$ cat src/hw/asc_consts.svh
`ifndef ASC_CONSTS_SVH
`define ASC_CONSTS_SVH
// ==========================================================
// register indices (byte address is four times the index)
`define ASC_IDX_MODE      8'hA0
`define ASC_IDX_BAUD      8'hA1
`define ASC_IDX_TX_BUF    8'hA2
`define ASC_IDX_CTRL_A    8'hA4
`define ASC_IDX_CTRL_B    8'hA5
`define ASC_IDX_RX_BUF    8'hA6
// ==========================================================
// field positions
`define ASC_MODE_EXT_BIT  3
`define ASC_MODE_STOP_LENGTH_SEL_BIT 4
`define ASC_MODE_PRY_BIT  5
`define ASC_MODE_PARITY_ENABLE_BIT 6
`define ASC_CA_SHIFT_REGISTER_EMPTY_FLAG_BIT  3
`define ASC_CA_NCH_BIT    5
`define ASC_CA_ORDER_BIT  7
`define ASC_CB_TE_BIT     0
`define ASC_CB_TI_BIT     1
`define ASC_CB_RE_BIT     2
`define ASC_CB_RI_BIT     3
`define ASC_CB_IRS_BIT    4
`define ASC_RB_OER_BIT    12
`define ASC_RB_FER_BIT    13
`define ASC_RB_PER_BIT    14
`define ASC_RB_SUM_BIT    15
// ==========================================================
// mode codes and reset values
`define ASC_SMD_OFF       3'h0
`define ASC_SMD_ASYNC7    3'h4
`define ASC_SMD_ASYNC8    3'h5
`define ASC_SMD_ASYNC9    3'h6
`define ASC_RST_MODE      8'h00
`define ASC_RST_BAUD      8'h00
`define ASC_RST_CTRL_A    8'h08
`define ASC_RST_CTRL_B    8'h02
// ==========================================================
// timing counts
`define ASC_TICKS_PER_BIT 4'hF
`define ASC_MID_TICK      4'h7
`define ASC_PRE_F8        5'h07
`define ASC_PRE_F32       5'h1F
`endif

$ cat src/hw/asc_pkg.sv
package asc_pkg;
	// receiver sequencing
	typedef enum logic [1:0] {
		RX_IDLE,
		RX_START,
		RX_BITS
	} asc_rx_state_e;
	// transmitter sequencing
	typedef enum logic {
		TX_IDLE,
		TX_SHIFT
	} asc_tx_state_e;
endpackage

$ cat src/hw/asc_serial0.sv
`timescale 1ns/1ps
`include "asc_consts.svh"
// What this block does
// - frame is one start bit then 7, 8 or 9 data bits per mode field
// - parity bit may be odd, even or absent
// - one or two stop bits close each frame
// - internal rate is f1, f8 or f32 over sixteen times divider plus one
// - external rate is transfer clock pin over sixteen times divider plus one
// - transmit starts only with transmit enable and buffer holding data
// - receive starts only with receive enable and a detected start bit
// - transmit request at buffer-to-shifter move or at shift completion, per select
// - receive request when character moves into receive buffer
// - overrun when buffer unread at bit before last stop of next character
// - framing error when configured stop bits are not found
// - parity error when ones count mismatches odd or even setting
// - summary flag set by any overrun, framing or parity error
// - framing and parity flags update at the buffer transfer moment
// - character sits in low buffer bits; higher received bits undefined
// - output idles high, or released when open drain is chosen
// - reading receive buffer upper byte clears parity, framing, receive complete
module asc_serial0
	import asc_pkg::*;
(
	// apb slave
	input  wire logic        pclk,
	input  wire logic        presetn,
	input  wire logic        psel,
	input  wire logic        penable,
	input  wire logic        pwrite,
	input  wire logic [11:0] paddr,
	input  wire logic [31:0] pwdata,
	input  wire logic [3:0]  pstrb,
	output logic      [31:0] prdata,
	output logic             pready,
	output logic             pslverr,
	// serial pins
	input  wire logic        serial_in_pin,
	input  wire logic        transfer_clock_pin,
	output logic             serial_out_pin,
	output logic             serial_out_oe_n,
	// request pulses
	output logic             transmit_request,
	output logic             receive_request
);
	// ==========================================================
	// registers
	logic [7:0]    serial0_mode_reg;
	logic [7:0]    serial0_baud_divider;
	logic [7:0]    serial0_control_a;
	logic [7:0]    serial0_control_b;
	logic [8:0]    tx_buf;
	logic [8:0]    rx_data;
	logic          overrun_error_flag;
	logic          framing_error_flag;
	logic          parity_error_flag;
	logic          transmit_buffer_empty_flag;
	logic          receive_complete_flag;
	logic          shift_register_empty_flag;

	logic [2:0] serial_mode_field;
	logic       uart_on;
	logic [3:0] char_len;
	logic [3:0] frame_len;
	logic       parity_enable;
	logic       parity_type_sel;
	logic       stop_length_sel;
	logic       msb_first;

	assign serial_mode_field = serial0_mode_reg[2:0];
	assign parity_enable     = serial0_mode_reg[`ASC_MODE_PARITY_ENABLE_BIT];
	assign parity_type_sel   = serial0_mode_reg[`ASC_MODE_PRY_BIT];
	assign stop_length_sel   = serial0_mode_reg[`ASC_MODE_STOP_LENGTH_SEL_BIT];
	assign uart_on = (serial_mode_field == `ASC_SMD_ASYNC7) || (serial_mode_field == `ASC_SMD_ASYNC8)
		|| (serial_mode_field == `ASC_SMD_ASYNC9);
	// character width from the mode code; other codes leave the channel idle
	assign char_len  = (serial_mode_field == `ASC_SMD_ASYNC9) ? 4'h9 :
		(serial_mode_field == `ASC_SMD_ASYNC8) ? 4'h8 : 4'h7;
	// bits after the start bit: data, parity, stops
	assign frame_len = char_len + {3'h0, parity_enable} + {3'h0, stop_length_sel} + 4'h1;
	// bit order only honoured for 8-bit characters
	assign msb_first = serial0_control_a[`ASC_CA_ORDER_BIT] && (serial_mode_field == `ASC_SMD_ASYNC8);

	// ==========================================================
	// apb decode
	logic       setup_phase;
	logic       access_done;
	logic [9:0] word_idx;
	logic       idx_known;
	logic       wr_lo_tx;
	logic       rd_rx;

	assign setup_phase = psel && !penable;
	assign access_done = psel && penable && pready;
	assign word_idx    = paddr[11:2];
	assign idx_known   = (word_idx == {2'h0, `ASC_IDX_MODE}) || (word_idx == {2'h0, `ASC_IDX_BAUD})
		|| (word_idx == {2'h0, `ASC_IDX_TX_BUF}) || (word_idx == {2'h0, `ASC_IDX_CTRL_A})
		|| (word_idx == {2'h0, `ASC_IDX_CTRL_B}) || (word_idx == {2'h0, `ASC_IDX_RX_BUF});
	// the low byte write is what hands the character over
	assign wr_lo_tx = access_done && pwrite && pstrb[0] && (word_idx == {2'h0, `ASC_IDX_TX_BUF});
	// apb reads are whole words, so every read covers the upper byte
	assign rd_rx    = access_done && !pwrite && (word_idx == {2'h0, `ASC_IDX_RX_BUF});

	// one wait-free answer: setup registers the reply, access completes it
	always_ff @(posedge pclk or negedge presetn) begin
		if (!presetn) begin
			pready  <= 1'b0;
			pslverr <= 1'b0;
			prdata  <= 32'h0000_0000;
		end else begin
			pready  <= setup_phase;
			pslverr <= setup_phase && !idx_known;
			prdata  <= 32'h0000_0000;
			if (setup_phase && !pwrite) begin
				unique case (word_idx)
					{2'h0, `ASC_IDX_MODE}:   prdata <= {24'h0, serial0_mode_reg};
					{2'h0, `ASC_IDX_CTRL_A}: prdata <= {24'h0, serial0_control_a[7:4],
						shift_register_empty_flag, serial0_control_a[2:0]};
					{2'h0, `ASC_IDX_CTRL_B}: prdata <= {24'h0, serial0_control_b[7:4], receive_complete_flag,
						serial0_control_b[2], transmit_buffer_empty_flag, serial0_control_b[0]};
					{2'h0, `ASC_IDX_RX_BUF}: prdata <= {16'h0,
						overrun_error_flag | framing_error_flag | parity_error_flag,
						parity_error_flag, framing_error_flag, overrun_error_flag, 3'h0, rx_data};
					default:                 prdata <= 32'h0000_0000;
				endcase
			end
		end
	end

	// software-written configuration
	always_ff @(posedge pclk or negedge presetn) begin
		if (!presetn) begin
			serial0_mode_reg     <= `ASC_RST_MODE;
			serial0_baud_divider <= `ASC_RST_BAUD;
			serial0_control_a    <= `ASC_RST_CTRL_A;
			serial0_control_b    <= `ASC_RST_CTRL_B;
			tx_buf               <= 9'h000;
		end else if (access_done && pwrite && !pslverr) begin
			if (word_idx == {2'h0, `ASC_IDX_MODE} && pstrb[0])
				serial0_mode_reg <= pwdata[7:0];
			if (word_idx == {2'h0, `ASC_IDX_BAUD} && pstrb[0])
				serial0_baud_divider <= pwdata[7:0];
			if (word_idx == {2'h0, `ASC_IDX_CTRL_A} && pstrb[0])
				serial0_control_a <= pwdata[7:0];
			if (word_idx == {2'h0, `ASC_IDX_CTRL_B} && pstrb[0])
				serial0_control_b <= pwdata[7:0];
			if (word_idx == {2'h0, `ASC_IDX_TX_BUF}) begin
				if (pstrb[1])
					tx_buf[8] <= pwdata[8];
				if (pstrb[0])
					tx_buf[7:0] <= pwdata[7:0];
			end
		end
	end

	// ==========================================================
	// count source and baud ticks
	logic [4:0] pre_cnt;
	logic       clk_s1;
	logic       clk_s2;
	logic       clk_s3;
	logic       src_tick;
	logic [7:0] brg_cnt;
	logic       tick16;

	// external clock passes two flops; edge taken between second and third
	always_ff @(posedge pclk or negedge presetn) begin
		if (!presetn) begin
			clk_s1  <= 1'b0;
			clk_s2  <= 1'b0;
			clk_s3  <= 1'b0;
			pre_cnt <= 5'h00;
		end else begin
			clk_s1  <= transfer_clock_pin;
			clk_s2  <= clk_s1;
			clk_s3  <= clk_s2;
			pre_cnt <= pre_cnt + 5'h01;
		end
	end

	always_comb begin
		if (serial0_mode_reg[`ASC_MODE_EXT_BIT])
			src_tick = clk_s2 && !clk_s3;
		else begin
			unique case (serial0_control_a[1:0])
				2'h1:    src_tick = ({2'h0, pre_cnt[2:0]} == `ASC_PRE_F8);
				2'h2:    src_tick = (pre_cnt == `ASC_PRE_F32);
				default: src_tick = 1'b1;
			endcase
		end
	end

	// divide the count source by n+1; each terminal count is one of sixteen ticks per bit
	always_ff @(posedge pclk or negedge presetn) begin
		if (!presetn) begin
			brg_cnt <= 8'h00;
			tick16  <= 1'b0;
		end else begin
			tick16 <= 1'b0;
			if (!uart_on)
				brg_cnt <= serial0_baud_divider;
			else if (src_tick) begin
				if (brg_cnt == 8'h00) begin
					brg_cnt <= serial0_baud_divider;
					tick16  <= 1'b1;
				end else
					brg_cnt <= brg_cnt - 8'h01;
			end
		end
	end

	// ==========================================================
	// transmitter
	asc_tx_state_e tx_state;
	logic [11:0]   tx_shift;
	logic [11:0]   next_tx_frame;
	logic [3:0]    tx_left;
	logic [3:0]    tx_tick;
	logic          tx_load;
	logic          tx_line;

	// frame after the start bit, lsb first on the wire; unused tail stays high
	always_comb begin
		logic [8:0] d;
		d = tx_buf;
		next_tx_frame = 12'hFFF;
		if (msb_first) begin
			for (int i = 0; i < 8; i++)
				d[i] = tx_buf[7 - i];
		end
		for (int i = 0; i < 9; i++) begin
			if (i < int'(char_len))
				next_tx_frame[i] = d[i];
		end
		if (parity_enable)
			next_tx_frame[char_len] = (^(d & ((9'h001 << char_len) - 9'h001))) ^ !parity_type_sel;
	end

	// loading waits a cycle if software is writing the low byte, so no character is torn
	assign tx_load = uart_on && serial0_control_b[`ASC_CB_TE_BIT] && !transmit_buffer_empty_flag
		&& (tx_state == TX_IDLE) && !wr_lo_tx;

	always_ff @(posedge pclk or negedge presetn) begin
		if (!presetn) begin
			tx_state                  <= TX_IDLE;
			tx_shift                  <= 12'hFFF;
			tx_left                   <= 4'h0;
			tx_tick                   <= 4'h0;
			tx_line                   <= 1'b1;
			shift_register_empty_flag <= 1'b1;
		end else if (!uart_on) begin
			tx_state                  <= TX_IDLE;
			tx_line                   <= 1'b1;
			shift_register_empty_flag <= 1'b1;
		end else begin
			unique case (tx_state)
				TX_IDLE: if (tx_load) begin
					tx_state                  <= TX_SHIFT;
					tx_shift                  <= next_tx_frame;
					tx_left                   <= frame_len;
					tx_tick                   <= 4'h0;
					tx_line                   <= 1'b0;
					shift_register_empty_flag <= 1'b0;
				end
				TX_SHIFT: if (tick16) begin
					tx_tick <= tx_tick + 4'h1;
					if (tx_tick == `ASC_TICKS_PER_BIT) begin
						if (tx_left == 4'h0) begin
							tx_state                  <= TX_IDLE;
							shift_register_empty_flag <= 1'b1;
						end else begin
							tx_line  <= tx_shift[0];
							tx_shift <= {1'b1, tx_shift[11:1]};
							tx_left  <= tx_left - 4'h1;
						end
					end
				end
			endcase
		end
	end

	logic tx_done;
	assign tx_done = (tx_state == TX_SHIFT) && tick16 && (tx_tick == `ASC_TICKS_PER_BIT) && (tx_left == 4'h0);

	// buffer flag: software write fills it, the move to the shifter empties it
	always_ff @(posedge pclk or negedge presetn) begin
		if (!presetn)
			transmit_buffer_empty_flag <= 1'b1;
		else if (tx_load)
			transmit_buffer_empty_flag <= 1'b1;
		else if (wr_lo_tx)
			transmit_buffer_empty_flag <= 1'b0;
	end

	// pin drive; open drain releases instead of driving high
	always_ff @(posedge pclk or negedge presetn) begin
		if (!presetn) begin
			serial_out_pin   <= 1'b1;
			serial_out_oe_n  <= 1'b0;
			transmit_request <= 1'b0;
		end else begin
			serial_out_pin   <= tx_line;
			serial_out_oe_n  <= serial0_control_a[`ASC_CA_NCH_BIT] && tx_line;
			transmit_request <= serial0_control_b[`ASC_CB_IRS_BIT] ? tx_done : tx_load;
		end
	end

	// ==========================================================
	// receiver
	asc_rx_state_e rx_state;
	logic          rx_s1;
	logic          rx_s2;
	logic [11:0]   rx_shift;
	logic [11:0]   rx_vec;
	logic [3:0]    rx_idx;
	logic [3:0]    rx_tick;
	logic          rx_sample;
	logic          rx_last;
	logic          rx_prelast;
	logic [8:0]    next_rx_data;
	logic          next_fer;
	logic          next_per;

	assign rx_sample  = (rx_state == RX_BITS) && tick16 && (rx_tick == `ASC_TICKS_PER_BIT);
	assign rx_last    = rx_sample && (rx_idx == frame_len - 4'h1);
	assign rx_prelast = rx_sample && (rx_idx == frame_len - 4'h2);

	// decode the frame including the bit sampled this cycle
	always_comb begin
		logic [8:0] d;
		d = 9'h000;
		rx_vec = rx_shift;
		rx_vec[rx_idx] = rx_s2;
		d = rx_vec[8:0];
		next_rx_data = d;
		if (msb_first) begin
			for (int i = 0; i < 8; i++)
				next_rx_data[i] = d[7 - i];
		end
		d = d & ((9'h001 << char_len) - 9'h001);
		next_per = parity_enable && (((^d) ^ rx_vec[char_len]) == parity_type_sel);
		next_fer = !rx_vec[frame_len - 4'h1] || (stop_length_sel && !rx_vec[frame_len - 4'h2]);
	end

	always_ff @(posedge pclk or negedge presetn) begin
		if (!presetn) begin
			rx_s1 <= 1'b1;
			rx_s2 <= 1'b1;
		end else begin
			rx_s1 <= serial_in_pin;
			rx_s2 <= rx_s1;
		end
	end

	// midpoint sampling: eight ticks into the start bit, then every sixteen
	always_ff @(posedge pclk or negedge presetn) begin
		if (!presetn) begin
			rx_state <= RX_IDLE;
			rx_shift <= 12'h000;
			rx_idx   <= 4'h0;
			rx_tick  <= 4'h0;
		end else if (!uart_on || !serial0_control_b[`ASC_CB_RE_BIT]) begin
			rx_state <= RX_IDLE;
		end else begin
			unique case (rx_state)
				RX_IDLE: if (!rx_s2) begin
					rx_state <= RX_START;
					rx_tick  <= 4'h0;
				end
				RX_START: if (tick16) begin
					rx_tick <= rx_tick + 4'h1;
					if (rx_tick == `ASC_MID_TICK) begin
						rx_tick  <= 4'h0;
						rx_idx   <= 4'h0;
						rx_shift <= 12'h000;
						rx_state <= rx_s2 ? RX_IDLE : RX_BITS;
					end
				end
				RX_BITS: if (tick16) begin
					rx_tick <= rx_tick + 4'h1;
					if (rx_sample) begin
						rx_shift <= rx_vec;
						rx_idx   <= rx_idx + 4'h1;
						if (rx_last)
							rx_state <= RX_IDLE;
					end
				end
				default: rx_state <= RX_IDLE;
			endcase
		end
	end

	// buffer transfer and flags; a hardware set wins over a same-cycle read clear
	always_ff @(posedge pclk or negedge presetn) begin
		if (!presetn) begin
			rx_data               <= 9'h000;
			receive_complete_flag <= 1'b0;
			framing_error_flag    <= 1'b0;
			parity_error_flag     <= 1'b0;
			overrun_error_flag    <= 1'b0;
			receive_request       <= 1'b0;
		end else begin
			receive_request <= rx_last;
			if (rx_last) begin
				rx_data               <= next_rx_data;
				receive_complete_flag <= 1'b1;
				framing_error_flag    <= next_fer;
				parity_error_flag     <= next_per;
			end else if (rd_rx) begin
				receive_complete_flag <= 1'b0;
				framing_error_flag    <= 1'b0;
				parity_error_flag     <= 1'b0;
			end
			if (rx_prelast && receive_complete_flag)
				overrun_error_flag <= 1'b1;
			else if (!uart_on || !serial0_control_b[`ASC_CB_RE_BIT])
				overrun_error_flag <= 1'b0;
		end
	end

	// ==========================================================
	// checks
	a_load_needs_enable: assert property (@(posedge pclk) disable iff (!presetn)
		$fell(shift_register_empty_flag) |-> $past(serial0_control_b[0]) && !$past(transmit_buffer_empty_flag))
		else $error("transmit started without enable or data");
	a_start_bit_low: assert property (@(posedge pclk) disable iff (!presetn)
		tx_load |=> ##1 !serial_out_pin)
		else $error("start bit not driven low");
	a_tx_req_source: assert property (@(posedge pclk) disable iff (!presetn)
		tx_load && !serial0_control_b[4] |=> transmit_request)
		else $error("transmit request missing at buffer move");
	a_tx_req_done: assert property (@(posedge pclk) disable iff (!presetn)
		tx_done && serial0_control_b[4] |=> transmit_request && shift_register_empty_flag)
		else $error("transmit request missing at completion");
	a_rx_req_flag: assert property (@(posedge pclk) disable iff (!presetn)
		receive_request |-> receive_complete_flag && $rose(receive_request))
		else $error("receive request without buffer transfer");
	a_rx_needs_enable: assert property (@(posedge pclk) disable iff (!presetn)
		$rose(rx_state == RX_START) |-> $past(serial0_control_b[2]) && !$past(rx_s2))
		else $error("reception began without enable or start");
	a_read_clears: assert property (@(posedge pclk) disable iff (!presetn)
		rd_rx && !rx_last |=> !receive_complete_flag && !framing_error_flag && !parity_error_flag)
		else $error("read did not clear receive flags");
	a_overrun_set: assert property (@(posedge pclk) disable iff (!presetn)
		rx_prelast && receive_complete_flag |=> overrun_error_flag)
		else $error("overrun not flagged");
	a_idle_high: assert property (@(posedge pclk) disable iff (!presetn)
		tx_state == TX_IDLE && !tx_load [*3] |-> serial_out_pin)
		else $error("idle line not high");
	a_open_drain: assert property (@(posedge pclk) disable iff (!presetn)
		serial_out_pin && $past(serial0_control_a[5]) && $past(tx_line) |-> serial_out_oe_n)
		else $error("open drain output not released");
	// cycles since the last baud tick; any register write disarms, since the first gap after it is irregular
	logic [7:0] tick_gap;
	logic       tick_armed;
	logic       f1_plain;

	assign f1_plain = uart_on && !serial0_mode_reg[`ASC_MODE_EXT_BIT] && (serial0_control_a[1:0] == 2'h0);

	always_ff @(posedge pclk or negedge presetn) begin
		if (!presetn) begin
			tick_gap   <= 8'h00;
			tick_armed <= 1'b0;
		end else begin
			tick_gap <= tick16 ? 8'h00 : tick_gap + 8'h01;
			if (!f1_plain || (access_done && pwrite))
				tick_armed <= 1'b0;
			else if (tick16)
				tick_armed <= 1'b1;
		end
	end

	a_tick_rate: assert property (@(posedge pclk) disable iff (!presetn)
		tick16 && tick_armed && f1_plain |-> tick_gap == serial0_baud_divider)
		else $error("baud tick spacing differs from divider plus one");
	a_sum_flag: assert property (@(posedge pclk) disable iff (!presetn)
		rd_rx |-> prdata[`ASC_RB_SUM_BIT]
		== (prdata[`ASC_RB_OER_BIT] || prdata[`ASC_RB_FER_BIT] || prdata[`ASC_RB_PER_BIT]))
		else $error("summary flag disagrees with error flags");
endmodule

$ cat config.mk
export PLATFORM = sky130hd
export DESIGN_NAME = asc_serial0
export DESIGN_NICKNAME = d
export VERILOG_FILES = /design/src/hw/asc_pkg.sv /design/src/hw/asc_serial0.sv
export VERILOG_INCLUDE_DIRS = /design/src /design/src/hw
export SDC_FILE = /design/constraint.sdc
export NUM_CORES = 1
export LEC_CHECK = 0
export BUFFER_PORTS_ARGS = -buffer_cell sky130_fd_sc_hd__buf_2
export CORE_UTILIZATION = 53
export CTS_CLUSTER_SIZE = 28
export DETAILED_ROUTE_END_ITERATION = 10
export PLACE_DENSITY_LB_ADDON = 0.25
export SETUP_SLACK_MARGIN = 0.5
export SYNTH_ARGS = -nofsm -noshare
export SYNTH_HDL_FRONTEND = slang
export SYNTH_SLANG_ARGS = --single-unit
$ cat constraint.sdc
create_clock -name pclk -period 4.4 [get_ports pclk]
set_input_delay 1.32 -clock pclk [delete_from_list [all_inputs] [get_ports pclk]]
set_output_delay 1.32 -clock pclk [all_outputs]
set_load 0.05 [all_outputs]
# == Word-level counts from Yosys, hierarchy flattened ==
# Index checks and enable logic that the tools add are counted.
# word_totals
reg_bits,157
latchBits,0
ramBits,0
rom_bits,0
out_inout_bits,38
word_cells,292
mem_count,0
# classes
n_addsub,12
n_mul,0
div,0
n_lt_le_gt_ge,15
eq_ne,42
shift,1
mux,99
bitwise_logic,8
n_reduce_logical,78
# op_table
op,count
12-bit two-way mux,9
4-bit two-way mux,16
16-bit case mux with 4 select lines,1
10-bit by 8-bit == test with 1-bit output (second input constant),6
12-bit case mux with 2 select lines,2
1-bit two-way mux,41
8-bit two-way mux,5
1-bit logical AND,34
32-bit two-way mux,1
12-bit bitwise mux,2
4-bit case mux with 2 select lines,3
4-bit by 5-bit < comparator with 1-bit output (second input constant),4
9-bit bitwise AND,2
3-bit != test (second input constant),6
9-bit XOR reduction,2
4-bit by 1-bit adder with 4-bit output (second input constant),4
3-bit by 4-bit < comparator with 1-bit output (first input constant),4
2-bit two-way mux,8
2-bit != test (second input constant),8
3-bit by 2-bit != test with 1-bit output (second input constant),5
1-bit binary-select mux with 4-bit select,3
3-bit == test (second input constant),4
1-bit zero test,12
4-bit case mux with 3 select lines,1
other kinds (36),72

# == Depth between registers and ports, before layout ==
# Gate-level depths: netlist (run 1).
# logic_depth
word_depth,14
mapped_depth,19

# == Worst setup path before layout (run 1) ==
# Ideal clock, no wire load.
# synth_path
path_type,reg2reg
start,register serial0_mode_reg[2]
end,register rx_data[6]
setup_time_ps,125
arrival_ps,4284
slack_ps,-9
stages_incl_launch_ff,18
period_less_slack_ps,4409
path_cell_list,dfrtp_1 > buf_2 > nand2_1 > nor2_1 > ha_1 > inv_1 > ha_1 > inv_1 > fa_1 > buf_1 > inv_1 > ha_1 > a21oi_1 > mux2i_4 > xnor3_1 > or3_4 > buf_6 > mux2_4
# synth_via
elab_chain_cells,9
word_cells_on_any_way,12
# synth_lines
element,line,source
start: declaration,asc_serial0.sv:47,logic [7:0] serial0_mode_reg;
start signal: assignment,asc_serial0.sv:132,serial0_mode_reg <= `ASC_RST_MODE;
start signal: assignment,asc_serial0.sv:139,serial0_mode_reg <= pwdata[7:0];
3-bit == test (no source line),n/a,
4-bit two-way mux,asc_serial0.sv:77,(serial_mode_field == `ASC_SMD_ASYNC8) ? 4'h8 : 4'h7;
4-bit two-way mux,asc_serial0.sv:76,assign char_len = (serial_mode_field == `ASC_SMD_ASYNC9) ? 4'h9 :
4-bit by 1-bit adder with 4-bit output (3 in series),asc_serial0.sv:79,"assign frame_len = char_len + {3'h0, parity_enable} + {3'h0, stop_length_sel} + 4'h1;"
4-bit by 1-bit subtractor with 4-bit output,asc_serial0.sv:324,assign rx_last = rx_sample && (rx_idx == frame_len - 4'h1);
4-bit == test,asc_serial0.sv:324,
1-bit logical AND,asc_serial0.sv:324,
end signal: assignment,asc_serial0.sv:404,rx_data <= next_rx_data;
end: declaration,asc_serial0.sv:52,logic [8:0] rx_data;
# Several ways; a longest one is shown, not always the timed one.
# A chain may end at the register's enable or synchronous reset.

# == Final worst setup path (run 1) ==
# layout_path
start,register serial0_mode_reg[0]
end,register rx_data[6]
# Same word-level chain as after synthesis.

==> impl_metrics.py, run 1 <==
metrics = {
    "run_status": {
        "status": "finished, final reports clean",
    },
    "clock_tree": {
        "root_buffer": "clkbuf_16",
        "cts_buffers": 17,
        "cts.clk_slew.worst_paths_ns": 0.06,
        "clockBufferDepth": 2,
        "postCtsHoldBufs": 0,
        "cts_tree": "done",
        "cts_sinks": 133,
        "cts-htree-levels": 4,
        "worstSkewPairLatency_ns": 0.43,
    },
    "synthesis": {
        "ys_ff_latch": 133,
        "synthCells": 754,
        "seq_area_frac_synth": 0.450,
        "synth_edf_count": 0,
        "yosysWarnings": 0,
        "synthArstFlopShare": 1.00,
        "synth_flop_cell": "dfrtp_1",
        "avgSynthCellArea_um2": 9.88,
        "syn_area_um2": 7450,
        "synth_cell_types": 65,
    },
    "setup_path": {
        "rrSetupSlack_ns": 0.65,
        "r2r-end": "rx_data[6]",
        "critPathLaunchType": "flop",
        "cp.required_ns": 4.71,
        "worstPathMaxFanout": 6,
        "crit_buf_inv": 2,
        "criticalPathCategory": "reg2reg",
        "crit_chain": "nand2_2 -> nor2_4 -> ha_1 -> inv_1 -> ha_4 -> fa_2 -> xnor2_2 -> inv_1 -> ha_1 -> a21oi_2 -> mux2i_4 -> xnor3_2 -> or3_4 -> mux2_4",
        "reg2regPathDepth": 14,
        "crit_family": "adder cells",
        "r2r_start": "serial0_mode_reg[0]",
        "crit_slowest_cell": "or3_4",
        "max_stage_delay_ns": 0.48,
        "cp.arrival_ns": 4.06,
        "worstSetupEndpointType": "flop",
    },
    "pwr": {
        "p_sw_frac": 0.218,
        "peakVddDrop_uv": 257,
        "internal_power_mw": 2.24,
        "p_switching_mw": 0.626,
        "p_leak_nw": 3.86,
        "power_mw": 2.87,
        "sequentialPowerShare": 0.430,
        "power.density_nw_per_um2": 337,
        "clockPowerShare": 0.537,
        "p_comb_frac": 0.033,
    },
    "grt": {
        "overflow": 0,
        "grt_pass1_vias": 5538,
        "antenna_found_initial": 0,
        "grt_first_pass_wirelength_um": 28200,
        "grt_max_degree": 96,
        "grt_usage": 0.255,
    },
    "floorplanning": {
        "dieHeight_um": 121,
        "die_width_um": 121,
        "pin_count": 93,
        "dieArea_um2": 14500,
        "num_rows": 42,
        "core-area_um2": 13500,
        "initial_core_util": 0.554,
    },
    "finish": {
        "largest_register": "prdata",
        "n_antenna_cell": 0,
        "drive_above_1_share": 0.225,
        "areaGrowthSynthToFinish_pct": 14.3,
        "largest_reg_flops": 13,
        "layout.cells.non_filler": 991,
        "final_cell_mix": "115 x dfrtp_1, 91 x nand2_1, 56 x a21oi_1, 56 x o21ai_0, 47 x mux2_2",
        "top_regs": "prdata: 13 flops, rx_shift: 12 flops, tx_shift: 10 flops",
        "nets": 883,
        "final_common_cell": "dfrtp_1",
    },
    "timing": {
        "maxSlewHeadroom": 0.400,
        "period_needed_ns": 3.75,
        "skew_ns": 0.00883,
        "max_freq_mhz": 267,
        "finalMaxSlewViolations": 0,
        "fin_tns_setup_ns": 0,
        "rsz0062_at_grt": "false",
        "max_slew.worst_pin.slew_ns": 0.898,
        "finalSetupViolations": 0,
        "final_hold_viol_count": 0,
        "whs_ns": 0.354,
        "fin_ws_ns": 0.650,
        "fin_crit_sh": 0.852,
    },
    "placed_design": {
        "hpwl_um": 12200,
        "gp_congestion": 0.910,
        "place_ws_ns": 0.290,
        "dp_cells": 952,
        "port_buffers": 46,
    },
    "worst_hold_path": {
        "min_from": "clk_s1",
        "whs_path_depth": 0,
        "min_path_type": "reg2reg",
        "holdPathEnd": "clk_s2",
    },
    "routing": {
        "num_vias": 5814,
        "drc": 0,
        "ant_nets": 0,
        "first_pass_iters": 5,
        "initialDrtViolationCount": 460,
        "drt_wl_total_um": 17400,
        "wl_per_cell_um": 17.6,
        "routed_via_density": 5.87,
    },
    "run": {
        "drv_cap": 0,
    },
}
==> worst max path at each step <==
| stage | start | end | slack (ns) | depth (start not counted) |
|---|---|---|---|---|
| 3_5_place_dp | serial0_mode_reg[0] | rx_data[6] | 0.29 | 14 |
| 2_1_floorplan | serial0_mode_reg[2] | rx_data[6] | 0.50 | 17 |
| 3_3_place_gp | serial0_mode_reg[0] | framing_error_flag | 0.42 | 13 |
| 5_1_grt | serial0_mode_reg[0] | rx_data[6] | 0.50 | 13 |
| 6_report | serial0_mode_reg[0] | rx_data[6] | 0.65 | 14 |
| 4_1_cts | serial0_mode_reg[0] | rx_data[6] | 0.50 | 14 |
==> cell usage after synthesis, types with 3 or more instances <==
master / count / area share
and3_1: 6 / 0.0050
ha_1: 24 / 0.040
a32o_1: 3 / 0.0040
nor2_1: 42 / 0.021
xnor3_1: 5 / 0.015
o22a_1: 3 / 0.0035
nor2b_1: 7 / 0.0059
a21oi_1: 57 / 0.038
nand4b_1: 4 / 0.0047
dfstp_2: 16 / 0.056
dfrtp_1: 117 / 0.39
inv_1: 31 / 0.016
buf_6: 3 / 0.0045
clkbuf_1: 22 / 0.011
nor4_1: 7 / 0.0059
and2_1: 9 / 0.0076
o21ai_0: 56 / 0.038
a31oi_1: 4 / 0.0034
mux2_2: 47 / 0.071
xnor2_1: 13 / 0.015
nand3b_1: 4 / 0.0040
a22oi_1: 19 / 0.019
nor3b_1: 6 / 0.0060
xor2_1: 11 / 0.013
nand2_1: 92 / 0.046
o22ai_1: 5 / 0.0042
buf_2: 6 / 0.0040
nor3_1: 14 / 0.0094
a211o_1: 3 / 0.0035
buf_4: 20 / 0.020
a22o_1: 4 / 0.0047
a211oi_1: 7 / 0.0071
nand3_1: 21 / 0.014
nand2b_1: 5 / 0.0042
mux2i_1: 16 / 0.022
o31ai_1: 6 / 0.0060
==> power groups by stage <==
stage / sequential (mW) / clock [mW] / combinational [mW]
global route: 1.23 / 1.60 / 0.104
finish: 1.23 / 1.54 / 0.0948
global placement: 1.25 / 0 / 0.0948
floorplan: 1.25 / 0 / 0.0597
detailed placement: 1.25 / 0 / 0.0965
CTS: 1.23 / 1.56 / 0.0965
==> what timing repair did <==
| item | in CTS | in global routing |
|---|---|---|
| setup endpoints to repair | 13 | 13 |
| setup buffers | 1 | 4 |
| cloned | 2 | 0 |
| pin swaps | 2 | 4 |
| gates resized for setup | 7 | 4 |
==> stage by stage <==
stage               area (um^2)  utilization
floorplan                  7540            -
global placement           7760        0.577
detailed placement         7760        0.577
CTS                        8450        0.628
global route               8510        0.633
finish                     8510        0.633
==> kinds of logic (layout without fill, tap and decap cells) <==
kind of cell | Yosys count | count (layout) | share of synthesized area
buffers and inverters | 84 | 125 | 0.0564
other | 1 | 19 | 0.000503
flip-flops | 133 | 133 | 0.450
AO/OA/AOI/OAI | 181 | 181 | 0.148
multiplexers | 68 | 68 | 0.104
adder cells (fa/ha/maj) | 26 | 26 | 0.0457
AND/OR/NAND/NOR | 232 | 234 | 0.153
XOR/XNOR | 29 | 29 | 0.0433
==> routing by layer <==
| metal | track usage | up-vias | wire, um | share of wire |
|---|---|---|---|---|
| met5 | 0 | - | 0 | 0 |
| met4 | 0.120 | 0 | 478 | 0.027 |
| met3 | 0.0524 | 35 | 999 | 0.057 |
| met2 | 0.384 | 222 | 7900 | 0.45 |
| met1 | 0.353 | 2837 | 8050 | 0.46 |
| li1 | - | 2720 | - | - |
==> area by class of cell <==
class | count | area [um^2]
fillers | 1102 | 4940
clock buffers | 22 | 474
well taps | 176 | 220
flip-flops and latches | 133 | 3350
inverters | 31 | 116
clock inverters | 10 | 170
repair buffers | 62 | 369
multi-input cells | 557 | 3810
Power figures use the tool's default switching activity.
==> inputs of run 2 (changes only) <==
ABC_AREA = 1   (was unset)
==> run 2 against run 1 <==
Compared with the run above: clock power is 9.7% lower; sequential share of layout area increased by 0.48 points; fmax increased by 1.5%.
==> impl_metrics.py, run 2 <==
metrics = {
    "run_status": {
        "status": "finished, final reports clean",
    },
    "floorplanning": {
        "pin_count": 93,
        "dieHeight_um": 121,
        "core-area_um2": 13500,
        "initial_core_util": 0.552,
        "num_rows": 42,
        "dieArea_um2": 14600,
        "die_width_um": 121,
    },
    "synthesis": {
        "synthArstFlopShare": 1.00,
        "yosysTopAreaCell": "dfrtp_1",
        "avgSynthCellArea_um2": 8.13,
        "synth_edf_count": 0,
        "synth_top_area_share": 0.393,
        "seq_area_frac_synth": 0.449,
        "yosysWarnings": 0,
        "syn_area_um2": 7460,
        "synthCells": 917,
        "netlist_top_cells_area": "dfrtp_1 39%, nand2_1 12%, o21ai_0 7.9%",
        "ys_ff_latch": 133,
        "synthTopCellsByCount": "237 x nand2_1, 117 x dfrtp_1, 117 x o21ai_0",
        "synth_flop_cell": "dfrtp_1",
        "synth_most_common_cell": "nand2_1",
        "synth_cell_types": 52,
    },
    "setup_path": {
        "rrSetupSlack_ns": 0.70,
        "cp.required_ns": 4.69,
        "reg2regPathDepth": 19,
        "r2r-end": "rx_data[4]",
        "critPathLaunchType": "flop",
        "critPathLaunch": "serial0_mode_reg[1]",
        "worstSetupEndpoint": "rx_data[4]",
        "criticalPathCategory": "reg2reg",
        "r2r_start": "serial0_mode_reg[1]",
        "worstPathMaxFanout": 7,
        "worstSetupEndpointType": "flop",
        "cp.arrival_ns": 3.98,
    },
    "timing": {
        "final_hold_viol_count": 0,
        "rsz0062_at_grt": "false",
        "maxSlewHeadroom": 0.521,
        "whs_ns": 0.354,
        "finalMaxSlewViolations": 0,
        "max_freq_mhz": 271,
        "skew_ns": 0.0107,
        "fin_tns_setup_ns": 0,
        "finalSetupViolations": 0,
        "fin_crit_sh": 0.840,
        "period_needed_ns": 3.70,
        "max_slew.worst_pin.slew_ns": 0.718,
    },
    "routing": {
        "ant_nets": 0,
        "routed_via_density": 5.38,
        "drc": 0,
        "drt_wl_total_um": 17800,
        "num_vias": 6226,
        "first_pass_iters": 5,
        "wl_per_cell_um": 15.4,
        "initialDrtViolationCount": 436,
    },
    "grt": {
        "overflow": 0,
        "met2_usage": 0.434,
        "grt_first_pass_wirelength_um": 28900,
        "grt_max_degree": 79,
        "grt_use_met3": 0.0566,
        "top_usage_layer": "met2",
        "grt_util_met1": 0.324,
        "grt_pass1_vias": 5928,
        "grt_usage": 0.260,
        "antenna_found_initial": 0,
    },
    "finish": {
        "n_antenna_cell": 0,
        "largest_register": "prdata",
        "top_regs": "prdata: 13 flops, rx_shift: 12 flops, tx_shift: 10 flops",
        "drive_above_1_share": 0.155,
        "largest_reg_flops": 13,
        "final_cell_mix": "237 x nand2_1, 117 x o21ai_0, 116 x dfrtp_1",
        "areaGrowthSynthToFinish_pct": 12.7,
        "finish.utilization": 0.622,
        "final_common_cell": "nand2_1",
        "nets": 1049,
    },
    "clock_tree": {
        "postCtsHoldBufs": 0,
        "cts_tree": "done",
        "worstSkewPairLatency_ns": 0.43,
        "cts_sinks": 133,
        "cts-htree-levels": 4,
        "cts_buffers": 17,
        "clockBufferDepth": 2,
        "root_buffer": "clkbuf_16",
        "cts.clk_slew.worst_paths_ns": 0.06,
    },
    "placed_design": {
        "port_buffers": 46,
        "hpwl_um": 12300,
        "gp_congestion": 0.869,
    },
    "pwr": {
        "power.density_nw_per_um2": 324,
        "peakVddDrop_uv": 304,
        "p_leak_nw": 4.16,
        "power_mw": 2.72,
    },
    "worst_hold_path": {
        "min_path_type": "reg2reg",
    },
    "run": {
        "drv_cap": 0,
    },
}
-- run 2: kinds of logic after synthesis --
kind of cell,share of synthesized area
and+or+nand+nor,0.216
xor gates and xnor gates,0.0325
DFF,0.449
buffers and inverters,0.0975
adders and majority gates,0.0456
AOI/OAI and AO/OA,0.159
other,0.000503
-- run 2: worst max-delay path, cell delays in order, from the launching register on --
cell and delay [ns]:
dfrtp_2 0.46, inv_1 0.10, nand2_1 0.07, nor2_2 0.17
ha_1 0.26, inv_1 0.06, ha_1 0.21, inv_1 0.08
fa_2 0.60, inv_1 0.12, ha_1 0.20, a21oi_1 0.15
nand2_2 0.10, xnor2_2 0.20, nand2_1 0.08, nand2_1 0.20
nand2_4 0.16, buf_4 0.18, nand2_1 0.06, o21ai_0 0.10
-- run 2: metrics by stage --
step                cell area (um^2)  cells  setup WS [ns]
CTS                             8350   1152          0.552
floorplan                       7530    935           1.05
finish                          8410   1157          0.705
global placement                7770   1120          0.552
detailed placement              7770   1120          0.508
global route                    8410   1157          0.478
-- run 2: what timing repair did --
action	in CTS	in global routing
gates resized for setup	1	7
pin swaps	0	2
setup buffers	0	4
setup endpoints to repair	1	15
gates cloned	0	1
-- run 2: layout make-up --
type	instances	area [um^2]
fillers	1192	5100
multi-input cells	641	3480
flip-flops and latches	133	3350
inverters	119	457
clock buffers	20	447
repair buffers	56	324
well taps	176	220
clock inverters	12	129
-- run 2: metal layers --
metal | wire (um) | up-vias
met2 | 8810 | 182
met5 | 0 | -
met4 | 555 | 0
met1 | 7420 | 2938
met3 | 996 | 36
li1 | - | 3070
-- run 2: worst min path at each step --
stage	startpoint	endpoint	cells past startpoint
after floorplan	clk_s1	clk_s2	0
after global placement	clk_s1	clk_s2	0
after detailed placement	rx_s1	rx_s2	0
after CTS	rx_s1	rx_s2	0
after global routing	rx_s1	rx_s2	0
final	rx_s1	rx_s2	0
-- run 2: power by group --
| part | total [mW] | leakage, nW | internal [mW] | switching (mW) |
|---|---|---|---|---|
| Clock | 1.39 | 0.277 | 0.847 | 0.542 |
| Combinational | 0.0975 | 2.14 | 0.0162 | 0.0814 |
| Sequential | 1.23 | 1.74 | 1.23 | 0.00347 |
| Total | 2.72 | 4.16 | 2.09 | 0.627 |
==> inputs of run 3 (changes only) <==
ABC_AREA = 0   (was 1)
clock period = 3.1 ns   (was 4.4 ns; I/O delays follow)
==> run 3 against run 2 <==
Compared with the run above: worst setup slack worse by 1.0 ns; register-to-register slack got worse by 1.0 ns; combinational power is 44% higher; cell count fell by 11%; clock-buffer cell count rose by 2; die area shrank 0.13%; the run now ends with negative setup slack left; global-route usage up 0.84 points; flip-flop and latch count unchanged; largest cell class unchanged; sequential power is 42% higher; first-iteration DRC count grew 24%; fmax grew 8.1%; critical endpoint is now parity_error_flag.
==> impl_metrics.py, run 3 (same netlist as run 1, synthesis figures left out) <==
metrics = {
    "run_status": {
        "violations": "negative setup slack",
        "status": "finished with violations",
    },
    "grt": {
        "antenna_found_initial": 0,
        "grt_use_met3": 0.0547,
        "top_usage_layer": "met2",
        "grt_pass1_vias": 5960,
        "grt_max_degree": 85,
        "grt_usage": 0.268,
        "met2_usage": 0.433,
        "overflow": 0,
        "grt_util_met1": 0.361,
        "grt_first_pass_wirelength_um": 29800,
    },
    "setup_path": {
        "cp.arrival_ns": 3.72,
        "r2r_start": "serial0_mode_reg[0]",
        "cp.required_ns": 3.40,
        "rrSetupSlack_ns": -0.32,
        "worstSetupEndpoint": "parity_error_flag",
        "max_stage_delay_ns": 0.46,
        "crit_top_cell": "ha_4",
        "r2r-end": "parity_error_flag",
        "reg2regPathDepth": 16,
        "worstSetupEndpointType": "flop",
        "crit_chain": "nand2_4 -> nor2_4 -> ha_4 -> inv_2 -> ha_4 -> fa_2 -> xnor2_2 -> inv_1 -> ha_4 -> a21oi_4 -> mux2i_4 -> xnor3_1 -> or3_4 -> buf_6 -> nand3_4 -> o31ai_4",
        "crit_slowest_cell": "or3_4",
        "worstPathMaxFanout": 6,
        "critPathLaunch": "serial0_mode_reg[0]",
        "criticalPathCategory": "reg2reg",
        "critPathLaunchType": "flop",
    },
    "pwr": {
        "peakVddDrop_uv": 376,
        "power.density_nw_per_um2": 438,
        "p_leak_nw": 4.08,
    },
    "finish": {
        "areaGrowthSynthToFinish_pct": 19.1,
        "top_regs": "prdata: 13 flops, rx_shift: 12 flops, tx_shift: 10 flops",
        "layout.cells.non_filler": 1031,
        "largest_reg_flops": 13,
        "final_common_cell": "dfrtp_1",
        "drive_above_1_share": 0.274,
        "largest_register": "prdata",
        "n_antenna_cell": 0,
        "fill_cells": 1031,
        "final_cell_mix": "116 x dfrtp_1, 89 x nand2_1, 56 x a21oi_1",
        "nets": 923,
    },
    "routing": {
        "num_vias": 5901,
        "wl_per_cell_um": 17.7,
        "initialDrtViolationCount": 540,
        "drc": 0,
        "ant_nets": 0,
        "first_pass_iters": 5,
        "drt_wl_total_um": 18300,
        "routed_via_density": 5.72,
    },
    "timing": {
        "finalSetupViolations": 15,
        "fin_ws_ns": -0.319,
        "finalMaxSlewViolations": 0,
        "max_freq_mhz": 292,
        "max_slew.worst_pin.slew_ns": 0.788,
        "rsz0062_at_grt": "true",
        "final_hold_viol_count": 0,
        "maxSlewHeadroom": 0.475,
        "fin_crit_sh": 1.10,
        "skew_ns": 0.00645,
        "period_needed_ns": 3.42,
        "fin_tns_setup_ns": -3.83,
    },
    "placed_design": {
        "gp_congestion": 0.833,
        "port_buffers": 46,
        "place_ws_ns": -0.474,
        "hpwl_um": 12700,
        "dp_cells": 991,
    },
    "run": {
        "drv_cap": 0,
    },
    "floorplanning": {
        "num_rows": 42,
        "core-area_um2": 13500,
        "dieArea_um2": 14500,
        "dieHeight_um": 121,
        "pin_count": 93,
        "initial_core_util": 0.554,
        "die_width_um": 121,
    },
    "clock_tree": {
        "cts-htree-levels": 4,
        "root_buffer": "clkbuf_16",
        "clockBufferDepth": 2,
        "cts_tree": "done",
        "worstSkewPairLatency_ns": 0.42,
        "cts_sinks": 133,
        "cts.clk_slew.worst_paths_ns": 0.06,
        "cts_buffers": 17,
    },
    "worst_hold_path": {
        "min_path_type": "reg2reg",
    },
}
[run 3: repair_timing]
item | 4_1_cts | 5_1_grt
setup buffers | 5 | 3
resized for setup | 24 | 5
setup endpoints to repair | 16 | 26
pin swaps | 10 | 3
hold buffers | 0 | 0
cloned | 0 | 0
[run 3: how the worst min path moves through the flow]
| stage | endpoint | depth (start not counted) | from | slack, ns |
|---|---|---|---|---|
| detailed placement | clk_s2 | 0 | clk_s1 | 0.34 |
| floorplan | clk_s2 | 0 | clk_s1 | 0.33 |
| global route | clk_s2 | 0 | clk_s1 | 0.36 |
| global placement | clk_s2 | 0 | clk_s1 | 0.33 |
| CTS | clk_s2 | 0 | clk_s1 | 0.35 |
| finish | clk_s2 | 0 | clk_s1 | 0.35 |
[run 3: area by class of cell]
class | instances | area, um^2 | area share
Multi-Input combinational cell | 555 | 3900 | 0.439
Sequential cell | 133 | 3350 | 0.377
Timing Repair Buffer | 104 | 699 | 0.0788
Clock buffer | 22 | 464 | 0.0523
Tap cell | 176 | 220 | 0.0248
Clock inverter | 10 | 124 | 0.0140
Inverter | 31 | 119 | 0.0134
[run 3: worst max-delay path: cells and delay by family (launching register included)]
| kind | cells | cell delay [ns] |
|---|---|---|
| fa+ha+maj | 4 | 0.98 |
| simple gates | 4 | 0.66 |
| xor+xnor | 2 | 0.45 |
| flops | 1 | 0.41 |
| buf+inv | 3 | 0.31 |
| mux | 1 | 0.27 |
| compound gates | 2 | 0.22 |
[run 3: per-stage QoR]
step	hold WS [ns]	area [um^2]	power, mW	util
4_1_cts	0.349	8830	3.92	0.656
3_5_place_dp	0.336	8130	1.92	0.604
2_1_floorplan	0.331	7600	1.87	-
5_1_grt	0.359	8870	4.01	0.660
3_3_place_gp	0.332	8130	1.92	0.604
6_report	0.347	8870	3.89	0.660
[run 3: routing by layer]
metal  vias to the layer above  routed length [um]
li1                       2789                   -
met1                      2896                8290
met4                         0                 372
met2                       180                8680
met5                         -                   0
met3                        36                 911
[run 3: power breakdown]
group	switching, mW	internal [mW]
Combinational	0.113	0.0270
Clock	0.767	1.23
Sequential	0.00659	1.74
